File: src/istb_pkg.sv
// constants, register map and types for the interrupt sources and time base block
package istb_pkg;
	localparam logic [3:0] ADDR_PSC0   = 4'h0;
	localparam logic [3:0] ADDR_PSC1   = 4'h1;
	localparam logic [3:0] ADDR_TIMEBASE0_CONTROL   = 4'h2;
	localparam logic [3:0] ADDR_TIMEBASE1_CONTROL   = 4'h3;
	localparam logic [3:0] ADDR_INTC0  = 4'h4;
	localparam logic [3:0] ADDR_INTC1  = 4'h5;
	localparam logic [3:0] ADDR_EXT_EDGE_SELECT  = 4'h6;
	localparam logic [3:0] ADDR_STAT   = 4'h7;
	// intc0 enables, intc1 flags: bit order follows source index
	localparam int SRC_N = 7;
	localparam int SRC_EXTA = 0;
	localparam int SRC_EXTB = 1;
	localparam int SRC_TOUCH = 2;
	localparam int SRC_SERIAL = 3;
	localparam int SRC_CONV = 4;
	localparam int SRC_TB0 = 5;
	localparam int SRC_TB1 = 6;
	localparam int GIE_BIT = 7;
	localparam int TB_RUN_BIT = 7;
	localparam int TB_CNT_W = 15;
	localparam int TB_BASE_POW = 8;
	localparam int TB_PER_MSB = 2;
	localparam int PSC_MSB = 1;
	localparam int EDGE_MSB = 3;
	localparam int EDGE_SEL_W = 2;
	localparam logic [1:0] EDGE_OFF  = 2'h0;
	localparam logic [1:0] EDGE_RISE = 2'h1;
	localparam logic [1:0] EDGE_FALL = 2'h2;
	localparam logic [1:0] EDGE_BOTH = 2'h3;
	localparam logic [1:0] SRC_SYS   = 2'h0;
	localparam logic [1:0] SRC_SYS4  = 2'h1;
	localparam logic [1:0] DIV4_LAST = 2'h3;
	localparam logic [7:0] RESET_BYTE = 8'h00;
	localparam logic [2:0] VEC_NONE = 3'h7;
	typedef enum logic [2:0] {
		ISTB_IDLE  = 3'b001,
		ISTB_REQ   = 3'b010,
		ISTB_ACK   = 3'b100
	} istb_state_type;
endpackage : istb_pkg

File: src/istb_top.sv
// independent interrupt sources with two time base generators
//
// The implementer's own choices: the strobed register port and the address map.
`timescale 1ns/1ns
`default_nettype none
// Functional notes
// external pin flag sets on the selected edge type.
// external vector only with global, pin enable, stack not full, flag.
// servicing external interrupt clears its flag and global enable.
// edge select offers off, rising, falling, both.
// pin acts as interrupt only if enabled, selected and input.
// pull-high selection stays in force in interrupt use.
// touch flag sets on manual overflow or all auto scans done.
// touch flag vectors when enabled; service clears flag and global.
// serial request from any of six unit conditions.
// serial service clears serial flag and global, not unit status.
// conversion done flag; vectors when enabled; service clears both.
// each time base sets its flag on divider overflow.
// time base flag vectors when enabled; service clears flag, global.
// prescaler 0 source: 00 system, 01 system/4, 1x subsystem.
// prescaler 1 same encoding, clocks time base 1.
// time base 0 runs on bit 7, overflow after 2^(8+period).
// time base 1 runs on bit 7, same period encoding.
// prescaler select bits 7 to 2 read zero.
// global enable low blocks vectoring; flags still set and held.
// stack full blocks acknowledgement.
// any flag rising wakes device regardless of enables; external pin edges set a flag and wake only with their irq_enable bit set.
// fixed priority grants the lowest-index pending source.
// divider held at zero while its run bit is clear.
module istb_top (
	input  wire logic       clk_sys,
	input  wire logic       arst_n,
	input  wire logic [3:0] reg_addr,
	input  wire logic [7:0] reg_wdata,
	input  wire logic       reg_wr,
	input  wire logic       reg_rd,
	output logic      [7:0] reg_rdata,
	input  wire logic [1:0] ext_irq_pin,
	input  wire logic [1:0] ext_pin_func_sel,
	input  wire logic [1:0] ext_pin_dir_in,
	input  wire logic [1:0] ext_pull_high_sel,
	output logic      [1:0] ext_pull_high_en,
	input  wire logic       touch_slot_overflow,
	input  wire logic       touch_manual_mode,
	input  wire logic       touch_auto_scan_done,
	input  wire logic [5:0] serial_events,
	input  wire logic       conv_finished,
	input  wire logic       subsystem_tick,
	input  wire logic       stack_full,
	output logic            irq_request,
	output logic      [2:0] irq_vector,
	input  wire logic       irq_service,
	output logic            wake_up
);
	localparam logic [3:0] ADDR_PSC0 = istb_pkg::ADDR_PSC0;
	localparam int SRC_N = istb_pkg::SRC_N;
	localparam int TB_CNT_W = istb_pkg::TB_CNT_W;
	typedef istb_pkg::istb_state_type istb_state_type;

	logic [SRC_N-1:0] irq_enable;
	logic [SRC_N-1:0] irq_flag;
	logic             global_irq_enable;
	logic [3:0]       ext_edge_select;
	logic [1:0]       prescaler0_src;
	logic [1:0]       prescaler1_src;
	logic             timebase0_run;
	logic             timebase1_run;
	logic [2:0]       timebase0_period;
	logic [2:0]       timebase1_period;
	logic [1:0]       ext_pin_q;
	logic [1:0]       div4_cnt;
	logic [TB_CNT_W-1:0] tb0_cnt;
	logic [TB_CNT_W-1:0] tb1_cnt;
	logic             serial_ev_any_q;
	istb_state_type   state;
	logic [SRC_N-1:0] set_ev;
	logic [SRC_N-1:0] svc_clr;
	logic [SRC_N-1:0] pend;
	logic [2:0]       next_vector;
	logic             grant_ok;
	logic             tick0;
	logic             tick1;
	logic             tb0_ovf;
	logic             tb1_ovf;
	logic [1:0]       ext_active;
	logic [1:0]       ext_edge;
	logic             serial_ev_any;
	logic             svc_now;

	// prescaler tick from source select
	function automatic logic psc_tick(input logic [1:0] sel, input logic d4, input logic sub);
		if (sel == istb_pkg::SRC_SYS)
			psc_tick = 1'b1;
		else if (sel == istb_pkg::SRC_SYS4)
			psc_tick = d4;
		else
			psc_tick = sub;
	endfunction : psc_tick

	// overflow when low (8+period) bits all ones
	function automatic logic tb_overflow(input logic [TB_CNT_W-1:0] cnt, input logic [2:0] per);
		logic [TB_CNT_W-1:0] mask;
		mask = TB_CNT_W'((32'h1 << (32'(istb_pkg::TB_BASE_POW) + 32'(per))) - 32'h1);
		tb_overflow = (cnt & mask) == mask;
	endfunction : tb_overflow

	function automatic logic edge_hit(input logic [1:0] sel, input logic prev, input logic cur);
		unique case (sel)
			istb_pkg::EDGE_OFF:  edge_hit = 1'b0;
			istb_pkg::EDGE_RISE: edge_hit = ~prev & cur;
			istb_pkg::EDGE_FALL: edge_hit = prev & ~cur;
			istb_pkg::EDGE_BOTH: edge_hit = prev ^ cur;
		endcase
	endfunction : edge_hit

	// control byte readback: run bit and period, unused bits zero
	function automatic logic [7:0] ctl_byte(input logic run, input logic [2:0] per);
		ctl_byte = istb_pkg::RESET_BYTE;
		ctl_byte[istb_pkg::TB_RUN_BIT] = run;
		ctl_byte[istb_pkg::TB_PER_MSB:0] = per;
	endfunction : ctl_byte

	function automatic logic reg_hit(input logic strobe, input logic [3:0] addr,
		input logic [3:0] target);
		reg_hit = strobe && (addr == target);
	endfunction : reg_hit

	assign tick0 = psc_tick(prescaler0_src, div4_cnt == istb_pkg::DIV4_LAST,
		subsystem_tick);
	assign tick1 = psc_tick(prescaler1_src, div4_cnt == istb_pkg::DIV4_LAST,
		subsystem_tick);
	assign tb0_ovf = timebase0_run & tick0 & tb_overflow(tb0_cnt, timebase0_period);
	assign tb1_ovf = timebase1_run & tick1 & tb_overflow(tb1_cnt, timebase1_period);
	assign serial_ev_any = |serial_events;

	always_comb begin
		for (int i = 0; i < $bits(ext_irq_pin); i++) begin
			ext_active[i] = irq_enable[i] & ext_pin_func_sel[i] & ext_pin_dir_in[i];
			ext_edge[i] = ext_active[i] & edge_hit(
				ext_edge_select[istb_pkg::EDGE_SEL_W*i +: istb_pkg::EDGE_SEL_W],
				ext_pin_q[i], ext_irq_pin[i]);
		end
		set_ev = '0;
		set_ev[istb_pkg::SRC_EXTA] = ext_edge[0];
		set_ev[istb_pkg::SRC_EXTB] = ext_edge[1];
		set_ev[istb_pkg::SRC_TOUCH] = (touch_slot_overflow & touch_manual_mode)
			| touch_auto_scan_done;
		set_ev[istb_pkg::SRC_SERIAL] = serial_ev_any & ~serial_ev_any_q;
		set_ev[istb_pkg::SRC_CONV] = conv_finished;
		set_ev[istb_pkg::SRC_TB0] = tb0_ovf;
		set_ev[istb_pkg::SRC_TB1] = tb1_ovf;
	end

	assign pend = irq_flag & irq_enable;
	assign grant_ok = global_irq_enable & ~stack_full;

	always_comb begin
		next_vector = istb_pkg::VEC_NONE;
		for (int j = SRC_N - 1; j >= 0; j--) begin
			if (pend[j])
				next_vector = 3'(j);
		end
	end

	assign svc_now = (state == istb_pkg::ISTB_REQ) && irq_service;

	// flag cleared by service of the granted source only
	always_comb begin
		svc_clr = '0;
		if (svc_now)
			svc_clr[irq_vector] = 1'b1;
	end

	always_ff @(posedge clk_sys or negedge arst_n) begin
		if (!arst_n) begin
			ext_pin_q <= '0;
		end else begin
			ext_pin_q <= ext_irq_pin;
		end
	end

	// serial unit levels stay high; only their first rise counts
	always_ff @(posedge clk_sys or negedge arst_n) begin
		if (!arst_n) begin
			serial_ev_any_q <= 1'b0;
		end else begin
			serial_ev_any_q <= serial_ev_any;
		end
	end

	// free-running quarter-rate divider shared by both prescalers
	always_ff @(posedge clk_sys or negedge arst_n) begin
		if (!arst_n) begin
			div4_cnt <= '0;
		end else begin
			div4_cnt <= div4_cnt + 2'h1;
		end
	end

	always_ff @(posedge clk_sys or negedge arst_n) begin
		if (!arst_n) begin
			tb0_cnt <= '0;
		end else begin
			if (!timebase0_run)
				tb0_cnt <= '0;
			else if (tick0)
				tb0_cnt <= tb0_ovf ? '0 : tb0_cnt + 1'b1;
		end
	end

	always_ff @(posedge clk_sys or negedge arst_n) begin
		if (!arst_n) begin
			tb1_cnt <= '0;
		end else begin
			if (!timebase1_run)
				tb1_cnt <= '0;
			else if (tick1)
				tb1_cnt <= tb1_ovf ? '0 : tb1_cnt + 1'b1;
		end
	end

	// set beats both hardware and software clear
	always_ff @(posedge clk_sys or negedge arst_n) begin
		if (!arst_n) begin
			irq_flag <= '0;
		end else begin
			if (reg_hit(reg_wr, reg_addr, istb_pkg::ADDR_INTC1))
				irq_flag <= (reg_wdata[SRC_N-1:0] & ~svc_clr) | set_ev;
			else
				irq_flag <= (irq_flag & ~svc_clr) | set_ev;
		end
	end

	always_ff @(posedge clk_sys or negedge arst_n) begin
		if (!arst_n) begin
			irq_enable <= '0;
			ext_edge_select <= '0;
		end else if (reg_hit(reg_wr, reg_addr, istb_pkg::ADDR_INTC0)) begin
			irq_enable <= reg_wdata[SRC_N-1:0];
		end else if (reg_hit(reg_wr, reg_addr, istb_pkg::ADDR_EXT_EDGE_SELECT)) begin
			ext_edge_select <= reg_wdata[istb_pkg::EDGE_MSB:0];
		end
	end

	always_ff @(posedge clk_sys or negedge arst_n) begin
		if (!arst_n) begin
			prescaler0_src <= '0;
			prescaler1_src <= '0;
		end else if (reg_hit(reg_wr, reg_addr, ADDR_PSC0)) begin
			prescaler0_src <= reg_wdata[istb_pkg::PSC_MSB:0];
		end else if (reg_hit(reg_wr, reg_addr, istb_pkg::ADDR_PSC1)) begin
			prescaler1_src <= reg_wdata[istb_pkg::PSC_MSB:0];
		end
	end

	// period may change while running; the new mask applies at once
	always_ff @(posedge clk_sys or negedge arst_n) begin
		if (!arst_n) begin
			timebase0_run <= 1'b0;
			timebase0_period <= '0;
		end else if (reg_hit(reg_wr, reg_addr, istb_pkg::ADDR_TIMEBASE0_CONTROL)) begin
			timebase0_run <= reg_wdata[istb_pkg::TB_RUN_BIT];
			timebase0_period <= reg_wdata[istb_pkg::TB_PER_MSB:0];
		end
	end

	always_ff @(posedge clk_sys or negedge arst_n) begin
		if (!arst_n) begin
			timebase1_run <= 1'b0;
			timebase1_period <= '0;
		end else if (reg_hit(reg_wr, reg_addr, istb_pkg::ADDR_TIMEBASE1_CONTROL)) begin
			timebase1_run <= reg_wdata[istb_pkg::TB_RUN_BIT];
			timebase1_period <= reg_wdata[istb_pkg::TB_PER_MSB:0];
		end
	end

	// service clear overrides a same-cycle software write
	always_ff @(posedge clk_sys or negedge arst_n) begin
		if (!arst_n) begin
			global_irq_enable <= 1'b0;
		end else if (svc_now) begin
			global_irq_enable <= 1'b0;
		end else if (reg_hit(reg_wr, reg_addr, istb_pkg::ADDR_INTC0)) begin
			global_irq_enable <= reg_wdata[istb_pkg::GIE_BIT];
		end
	end

	// request held until core services it or grant_ok drops; vector frozen while requesting
	always_ff @(posedge clk_sys or negedge arst_n) begin
		if (!arst_n) begin
			state <= istb_pkg::ISTB_IDLE;
			irq_request <= 1'b0;
			irq_vector <= istb_pkg::VEC_NONE;
		end else begin
			unique case (state)
				istb_pkg::ISTB_IDLE: begin
					if (grant_ok && next_vector != istb_pkg::VEC_NONE) begin
						state <= istb_pkg::ISTB_REQ;
						irq_request <= 1'b1;
						irq_vector <= next_vector;
					end
				end
				istb_pkg::ISTB_REQ: begin
					if (irq_service) begin
						state <= istb_pkg::ISTB_ACK;
						irq_request <= 1'b0;
					end else if (!grant_ok) begin
						// withdrawn request retires through the same vector hold
						state <= istb_pkg::ISTB_ACK;
						irq_request <= 1'b0;
					end
				end
				istb_pkg::ISTB_ACK: begin
					state <= istb_pkg::ISTB_IDLE;
					irq_vector <= istb_pkg::VEC_NONE;
				end
				default: state <= istb_pkg::ISTB_IDLE;
			endcase
		end
	end

	always_ff @(posedge clk_sys or negedge arst_n) begin
		if (!arst_n) begin
			wake_up <= 1'b0;
		end else begin
			wake_up <= |(set_ev & ~irq_flag);
		end
	end

	// pull-high passes through untouched by interrupt use of the pin
	always_ff @(posedge clk_sys or negedge arst_n) begin
		if (!arst_n) begin
			ext_pull_high_en <= '0;
		end else begin
			ext_pull_high_en <= ext_pull_high_sel;
		end
	end

	always_ff @(posedge clk_sys or negedge arst_n) begin
		if (!arst_n) begin
			reg_rdata <= istb_pkg::RESET_BYTE;
		end else if (reg_rd) begin
			unique case (reg_addr)
				ADDR_PSC0: reg_rdata <= 8'(prescaler0_src);
				istb_pkg::ADDR_PSC1: reg_rdata <= 8'(prescaler1_src);
				istb_pkg::ADDR_TIMEBASE0_CONTROL: reg_rdata <= ctl_byte(timebase0_run, timebase0_period);
				istb_pkg::ADDR_TIMEBASE1_CONTROL: reg_rdata <= ctl_byte(timebase1_run, timebase1_period);
				istb_pkg::ADDR_INTC0: reg_rdata <= {global_irq_enable, irq_enable};
				istb_pkg::ADDR_INTC1: reg_rdata <= 8'(irq_flag);
				istb_pkg::ADDR_EXT_EDGE_SELECT: reg_rdata <= 8'(ext_edge_select);
				istb_pkg::ADDR_STAT: reg_rdata <= 8'(state);
				default: reg_rdata <= istb_pkg::RESET_BYTE;
			endcase
		end else begin
			reg_rdata <= istb_pkg::RESET_BYTE;
		end
	end
endmodule : istb_top
`default_nettype wire

File: config.mk
export PLATFORM = sky130hd
export DESIGN_NAME = istb_top
export DESIGN_NICKNAME = d
export VERILOG_FILES = /design/src/istb_pkg.sv /design/src/istb_top.sv
export SDC_FILE = /design/constraint.sdc
export NUM_CORES = 1
export LEC_CHECK = 0
export ABC_AREA = 0
export BUFFER_PORTS_ARGS = -buffer_cell sky130_fd_sc_hd__buf_2
export CAP_MARGIN = 20
export CORE_ASPECT_RATIO = 1.75
export CORE_MARGIN = 2
export CORE_UTILIZATION = 60
export CTS_BUF_LIST = sky130_fd_sc_hd__clkbuf_4
export DETAILED_ROUTE_END_ITERATION = 10
export MAX_ROUTING_LAYER = met4
export PLACE_DENSITY = 0.82
export REMOVE_ABC_BUFFERS = 1
export SYNTH_ARGS = -nofsm -noshare
export SYNTH_HDL_FRONTEND = slang
export SYNTH_SLANG_ARGS = --single-unit
File: constraint.sdc
create_clock -name clk_sys -period 2.9 [get_ports clk_sys]
set_input_delay 0.435 -clock clk_sys [delete_from_list [all_inputs] [get_ports clk_sys]]
set_output_delay 0.435 -clock clk_sys [all_outputs]
set_load 0.02 [all_outputs]
# Word level (Yosys, flattened, before mapping)
# Index checks and enable logic that the tools add are counted.
# op_classes
bitwise	38
n_reduce_logical	25
mux	37
shifts	2
n_eq_ne	26
n_addsub	7
magnitude_cmp	2
# ops
op	count
$mux 15	6
$pmux 8 s8	1
$add 15x1->15 const B	2
$and 15x15->15	2
$eq 15x15->1	2
$mux 3	10
$shl 1x5->15 const A	2
$sub 15x1->15 const B	2
$and 7x7->7	4
$and 1x1->1	17
$eq 4x3->1 const B	4
$mux 7	2
$not 7->7	2
$or 7x7->7	2
$pmux 3 s2	2
$mux 1	11
$add 4x3->5 const A	2
$eq 2x2->1 const B	5
$logic_and 1x1->1	10
$eq 2x1->1 const B	4
$eq 4x2->1 const B	2
$logic_not 2->1	4
$mux 8	1
$not 1->1	8
other kinds (21)	30
# word_totals
elab_cells	158
out_inout_bits	15
regBits	84
input_bits	37

# Depth between registers and ports, before layout
# Gate-level depths: netlist (run 1).
# depth
word_depth	12
depth_mapped	10
depth_no_buf	9

# Least setup slack after synthesis (run 1)
# OpenSTA, ideal clock, no wires.
# synth_timing
path_type	reg2reg
start	register timebase0_period[2]
end	register wake_up
period_less_slack_ps	2263
slack_ps	637
stages_incl_launch_ff	10
arrival_time_ps	2197
setup_time_ps	66
required_time_ps	2834
n_path_buf	1
cell_sequence	dfrtp_1 -> buf_2 -> or3_1 -> ha_1 -> nor2b_1 -> a2111oi_2 -> nand4_2 -> nor2_2 -> nand4b_1 -> nand2_1
# synth_via
elab_chain_cells	8
# synth_rtl
element	line	source
start: declaration	istb_top.sv:68	logic [2:0] timebase0_period;
start signal: assignment	istb_top.sv:263	timebase0_period <= reg_wdata[istb_pkg::TB_PER_MSB:0];
$add 4x3->5 *	istb_top.sv:103	mask = TB_CNT_W'((32'h1 << (32'(istb_pkg::TB_BASE_POW) + 32'(per))) - 32'h1);
$shl 1x5->15 *	istb_top.sv:103	
$sub 15x1->15 *	istb_top.sv:103	
$and 15x15->15	istb_top.sv:104	tb_overflow = (cnt & mask) == mask;
$eq 15x15->1 *	istb_top.sv:104	
$and 1x1->1 *	istb_top.sv:132	assign tb0_ovf = timebase0_run & tick0 & tb_overflow(tb0_cnt, timebase0_period);
$and 7x7->7 *	istb_top.sv:326	wake_up <= |(set_ev & ~irq_flag);
$reduce_or 7->1 *	istb_top.sv:326	
end signal: assignment	istb_top.sv:326	
end: declaration	istb_top.sv:53	output logic wake_up
# Every way passes the cells marked *; elsewhere a longest branch is shown, timed or not.
# A chain may end at the register's enable or synchronous reset.

# Final worst setup path (run 1)
# Ends and elaborated chain as after synthesis.

==> metrics, run 1 <==
gr ovfl total=0; Yosys reg bits=84; post-cts gate resize count=0; DIE AREA=0.00838 mm^2; commonest cells after routing, fill and taps aside=dfrtp_1, buf_2, nand2_1; Final setup viols=0; largest area contributor in the netlist=dfrtp_1; Slew HR=0.470; Post-Route Setup TNS=0 ns; Avg Vias per Cell=6.32; Routed Wire Length=11000 um; gr usage total=0.282; total power after layout=3040 uW; WL per Instance=17.9 um; FILL cells=576; Max Cap Viol=0; type of origin of the critical path=flop; P_leak=0.00225 uW; Final Max Tran Viols=0; share of cells above drive strength 1=0.215; FMAX=390 MHz; Final GP Congestion=0.905; count of input and output buffers=51; Psw=1080 uW; clock share of power=0.224; # rows=42; WS Path Type=reg2reg; most common cell after layout, fill and taps aside=dfrtp_1; fin crit share=0.884; power share of the combinational group=0.252; post-synth top area share=0.437; post-route cell area=0.00506 mm^2; PD cells=601 mW/mm^2; CP max stage cell=dfrtp_1; RSZ-0062 raised after global routing=false; Peak VDD IR=0.000444 V; Synth Instances=472; critical path's largest stage delay=0.52 ns; largest family of logic cells by synthesized area=simple AND/OR/NAND/NOR gates; Max Buffers Root-to-Sink=2; Post-DP HPWL=7980 um; antenna-violating nets left=0; register area=0.00211 mm^2; Simple-Gate Fraction of Synth Area=0.227; Post-Syn Area=0.00458 mm^2; Die Y=120 um; Async SR Flop Fraction=1.00; post-synthesis compound-gate area fraction=0.152; core area=0.00746 mm^2; P_int=1960 uW; Synth warnings=0; initial antenna violation count=1; die width=70.1 um; clock-pin slew on the worst setup and hold paths=0.13 ns; data required time of the worst path=3.29 ns; Post-route DRC=0; minimum clock period=2.56 ns; CTS root buf=clkbuf_4; vias in the first global route=3778; Ports=52; Setup Skew=0.0148 ns; Clock Latency Late Sink=0.45 ns; CP arrival=2.95 ns; register area share after synthesis=0.460; Critical Path End Type=flop; top_reg_cell synth=dfrtp_1; XOR/XNOR Fraction of Synth Area=0.00764; Synth Area in Adders=0.0218; CTS tree=built; Avg Inst Size Synth=9.71 um^2; run status=complete, no violations; Critical path buffers and inverters=0; DR pass1 iterations=5; Initial Util=0.614; Area contributors post-synth=dfrtp_1, mux2_2, mux2i_1; multi-input logic area=0.00234 mm^2; sequential share of power=0.524; HP Class=in2reg; Num Clock Sinks=84; Hold Vio Cnt, Final=0; EDFF count, synth=0; area grow syn2layout=10.5%; CTS H-tree depth=3; largest net degree at the start of global routing=85; R2R Setup Slk=0.34 ns; post-synthesis mux area share=0.103; Switching Share=0.355; first-pass GRT wire length=18000 um; worst-path cell chain=or3_1 > ha_1 > nor2b_1 > a2111oi_2 > nand4_2 > nor2_2 > nand4b_1 > nand2_1; 1st-iter DRT viols=390; Layout Nets=565; worst slew pin tran=0.793 ns; crit path max fanout=12; placed cell areas=0.00489 mm^2; CTS buffer count=9; Synth cell types=66; via count=3883; crit-path leading delay family=simple AND/OR/NAND/NOR gates
state kept, by name (all words and copies together), names as in the netlist, 3 cells and up:
signal,cells
state,3
tb1_cnt,15
irq_flag,7
timebase0_period,3
timebase1_period,3
irq_enable,7
ext_edge_select,4
reg_rdata,8
irq_vector,3
tb0_cnt,15
power groups by stage:
stage	Clock (uW)	Combinational [uW]	Sequential (uW)
after floorplan	0	489	1580
after global placement	0	730	1600
after detailed placement	0	761	1600
after CTS	690	764	1580
after global routing	735	851	1620
final	681	768	1590
cells in the mapped netlist, types with 5 or more instances:
cell type   n
dfrtp_1    80
nand2_1    46
nor2_1     38
nand3_1    33
o21ai_0    31
mux2_2     23
mux2i_1    19
a21oi_1    18
inv_1      13
nor2b_1    13
clkbuf_1   12
nand2b_1   10
and3_1      9
ha_1        8
nand3b_1    6
nand4_1     6
nor3_1      6
nor3b_1     6
a31oi_1     5
nor4_1      5
o311ai_0    5
layout make-up:
class,count,share of cell area
clock buffers,11,0.0163
inverters,13,0.00964
clock inverters,5,0.0104
flip-flops and latches,84,0.416
well taps,88,0.0217
multi-input cells,356,0.462
diodes,1,0.000494
repair buffers,56,0.0628
kinds of logic after synthesis:
family / count (synthesis)
xor+xnor: 4
mux: 43
simple gates: 199
flops: 84
buf+inv: 32
compound gates: 102
fa+ha+maj: 8
routing by layer:
layer,part of all wire,global-route usage,up-vias
li1,-,-,1824
met1,0.38,0.308,1863
met2,0.54,0.492,150
met3,0.039,0.0403,46
met4,0.046,0.150,0
met5,0,-,-
path summary, 6_finish.rpt:
kind	from	to	depth (start not counted)
max	timebase0_period[2]	wake_up	8
min	ext_pull_high_sel[1]	ext_pull_high_en[1]	1
max reg2reg	timebase0_period[2]	wake_up	8
min reg2reg	div4_cnt[0]	div4_cnt[0]	1
max in group asynchronous	arst_n	irq_vector[0]	3
min in group asynchronous	arst_n	tb1_cnt[12]	2
worst register-to-register path, cell delays in order (launching register included):
cell and delay (ns):
dfrtp_1 0.52, or3_1 0.42, ha_1 0.27, nor2b_1 0.16, a2111oi_2 0.33, nand4_2 0.23, nor2_2 0.31, nand4b_1 0.16
nand2_1 0.11
timing repair:
action	CTS	global route
hold buffers	0	1
endpoints found under the hold margin	0	26
buffers inserted	0	0
metrics by stage:
step	setup slack (ns)	hold slack (ns)	instances	utilization
after global placement	0.526	0.411	595	0.655
after CTS	0.410	0.0626	611	0.673
after global routing	0.168	0.0533	614	0.678
after floorplan	0.680	0.139	453	-
after detailed placement	0.450	0.421	595	0.655
final	0.338	0.0769	614	0.678
(Power assumes the default switching activity.)
==> run 2, diff against run 1 <==
==> constraint.sdc (replaced) <==
create_clock -name clk_sys -period 2.75 [get_ports clk_sys]
set_input_delay 0.1375 -clock clk_sys [delete_from_list [all_inputs] [get_ports clk_sys]]
set_output_delay 0.1375 -clock clk_sys [all_outputs]
set_load 0.02 [all_outputs]
==> run 2 against run 1 <==
Against the previous run: hold slack worse by 0.034 ns; design area is 3.8% higher; flip-flop and latch count stayed put; clock skew is 0.0044 ns lower; power is 8.7% higher; combinational power is 10% higher; clock-buffer cell count is 1 lower; highest routed layer unchanged.
==> metrics, run 2 (synthesis gave the netlist of run 1 again) <==
Routed Wire Length=11200 um (was 11000 um); Critical path buffers and inverters=0 (unchanged); P_leak=0.00232 uW (was 0.00225 uW); Post-route DRC=0 (unchanged); CTS root buf=clkbuf_4 (unchanged); 1st-iter DRT viols=427 (was 390); CP arrival=2.92 ns (was 2.95 ns); PD cells=629 mW/mm^2 (was 601 mW/mm^2); RSZ-0062 raised after global routing=false (unchanged); Clock Latency Late Sink=0.45 ns (about the same); fin crit share=0.923 (was 0.884); Num Clock Sinks=84 (unchanged); crit path max fanout=11 (was 12); gr usage total=0.290 (was 0.282); crit-path leading delay family=simple AND/OR/NAND/NOR gates (unchanged); largest net degree at the start of global routing=85 (unchanged); run status=complete, no violations (unchanged); Final GP Congestion=0.887 (was 0.905); Die Y=120 um (unchanged); DR pass1 iterations=5 (unchanged); via count=3978 (was 3883); DIE AREA=0.00838 mm^2 (unchanged); first-pass GRT wire length=18500 um (was 18000 um); gr ovfl total=0 (unchanged); share of cells above drive strength 1=0.206 (was 0.215); Initial Util=0.614 (unchanged); Post-Route Setup TNS=0 ns (unchanged); Avg Vias per Cell=6.29 (was 6.32); antenna-violating nets left=0 (unchanged); cell depth of the worst flop-to-flop path=8 (unchanged); worst-path cell chain=or3_1 > ha_1 > nor2b_1 > a2111oi_2 > nand4_2 > nor2_2 > nand4b_1 > nand2_1 (unchanged); post-route cell area=0.00526 mm^2 (was 0.00506 mm^2); worst slew pin tran=0.780 ns (was 0.793 ns); count of input and output buffers=51 (unchanged); Layout Nets=583 (was 565); Peak VDD IR=0.000564 V (was 0.000444 V); WS Path Type=reg2reg (unchanged); CTS H-tree depth=3 (unchanged); instance count on the critical path=8 (unchanged); commonest cells after routing, fill and taps aside=dfrtp_1, buf_2, nand2_1 (unchanged); core area=0.00746 mm^2 (unchanged); # rows=42 (unchanged); worst hold path cell count=2 (was 1); CTS buffer count=9 (unchanged); clock-pin slew on the worst setup and hold paths=0.13 ns (about the same); most common cell after layout, fill and taps aside=dfrtp_1 (unchanged); FMAX=394 MHz (was 390 MHz); WL per Instance=17.7 um (was 17.9 um); CP max stage cell=dfrtp_1 (unchanged); area grow syn2layout=14.7% (was 10.5%); Max Buffers Root-to-Sink=2 (unchanged); Slew HR=0.479 (was 0.470); critical path's largest stage delay=0.49 ns (was 0.52 ns); vias in the first global route=3905 (was 3778); initial antenna violation count=1 (unchanged); Hold Vio Cnt, Final=0 (unchanged); Max Cap Viol=0 (unchanged); CTS tree=built (unchanged); die width=70.1 um (unchanged); placed cell areas=0.00490 mm^2 (was 0.00489 mm^2); minimum clock period=2.54 ns (was 2.56 ns); Final Max Tran Viols=0 (unchanged); Final setup viols=0 (unchanged); Setup Skew=0.0104 ns (was 0.0148 ns); Critical Path End Type=flop (unchanged); Post-DP HPWL=8150 um (was 7980 um); data required time of the worst path=3.13 ns (was 3.29 ns); Ports=52 (unchanged); type of origin of the critical path=flop (unchanged); biggest regs=tb0_cnt (15), tb1_cnt (15), reg_rdata (8) (unchanged); HP Class=in2reg (unchanged)
run 2: worst reg2reg max path: stages (launching register included):
cell and delay, ns:
dfrtp_1 0.49, or3_1 0.39, ha_1 0.27, nor2b_1 0.16, a2111oi_2 0.36, nand4_2 0.24, nor2_2 0.29, nand4b_1 0.15
nand2_1 0.12
run 2: through the flow:
| stage | utilization | total power, uW | hold WS (ns) | cells | setup WS, ns |
|---|---|---|---|---|---|
| finish | 0.704 | 3310 | 0.0426 | 632 | 0.211 |
| global route | 0.704 | 3490 | 0.0344 | 632 | 0.0546 |
| CTS | 0.700 | 3290 | 0.0216 | 630 | 0.214 |
| detailed placement | 0.657 | 2500 | 0.247 | 597 | 0.251 |
| global placement | 0.657 | 2460 | 0.245 | 597 | 0.420 |
| floorplan | - | 2180 | -0.158 | 453 | 0.530 |
run 2: worst paths after layout:
kind | startpoint | to | slack [ns]
min reg2reg | div4_cnt[0] | div4_cnt[0] | 0.43
max | timebase0_period[1] | wake_up | 0.21
max in group asynchronous | arst_n | irq_vector[0] | 2.05
max reg2reg | timebase0_period[1] | wake_up | 0.21
min in group asynchronous | arst_n | tb1_cnt[13] | 0.07
min | reg_wdata[0] | timebase1_period[0] | 0.04
run 2: layout make-up:
type	instances	area, um^2
inverters	13	48.8
multi-input cells	356	2340
well taps	88	110
diodes	1	2.50
clock buffers	10	75.1
clock inverters	6	78.8
flip-flops and latches	84	2110
fillers	565	2210
repair buffers	74	493
run 2: power breakdown:
group	internal (uW)	switching [uW]
logic	365	481
registers	1430	240
clock network	370	420
run 2: layer usage:
| metal | global-route usage | up-vias | part of all wire |
|---|---|---|---|
| li1 | - | 1858 | - |
| met4 | 0.160 | 0 | 0.038 |
| met5 | - | - | 0 |
| met3 | 0.0403 | 30 | 0.046 |
| met2 | 0.510 | 157 | 0.54 |
| met1 | 0.310 | 1933 | 0.38 |
run 2: timing repair:
item / CTS / global route
resized for setup: 0 / 0
buffers inserted: 0 / 0
endpoints found under the hold margin: 95 / 0
hold buffers: 17 / 0
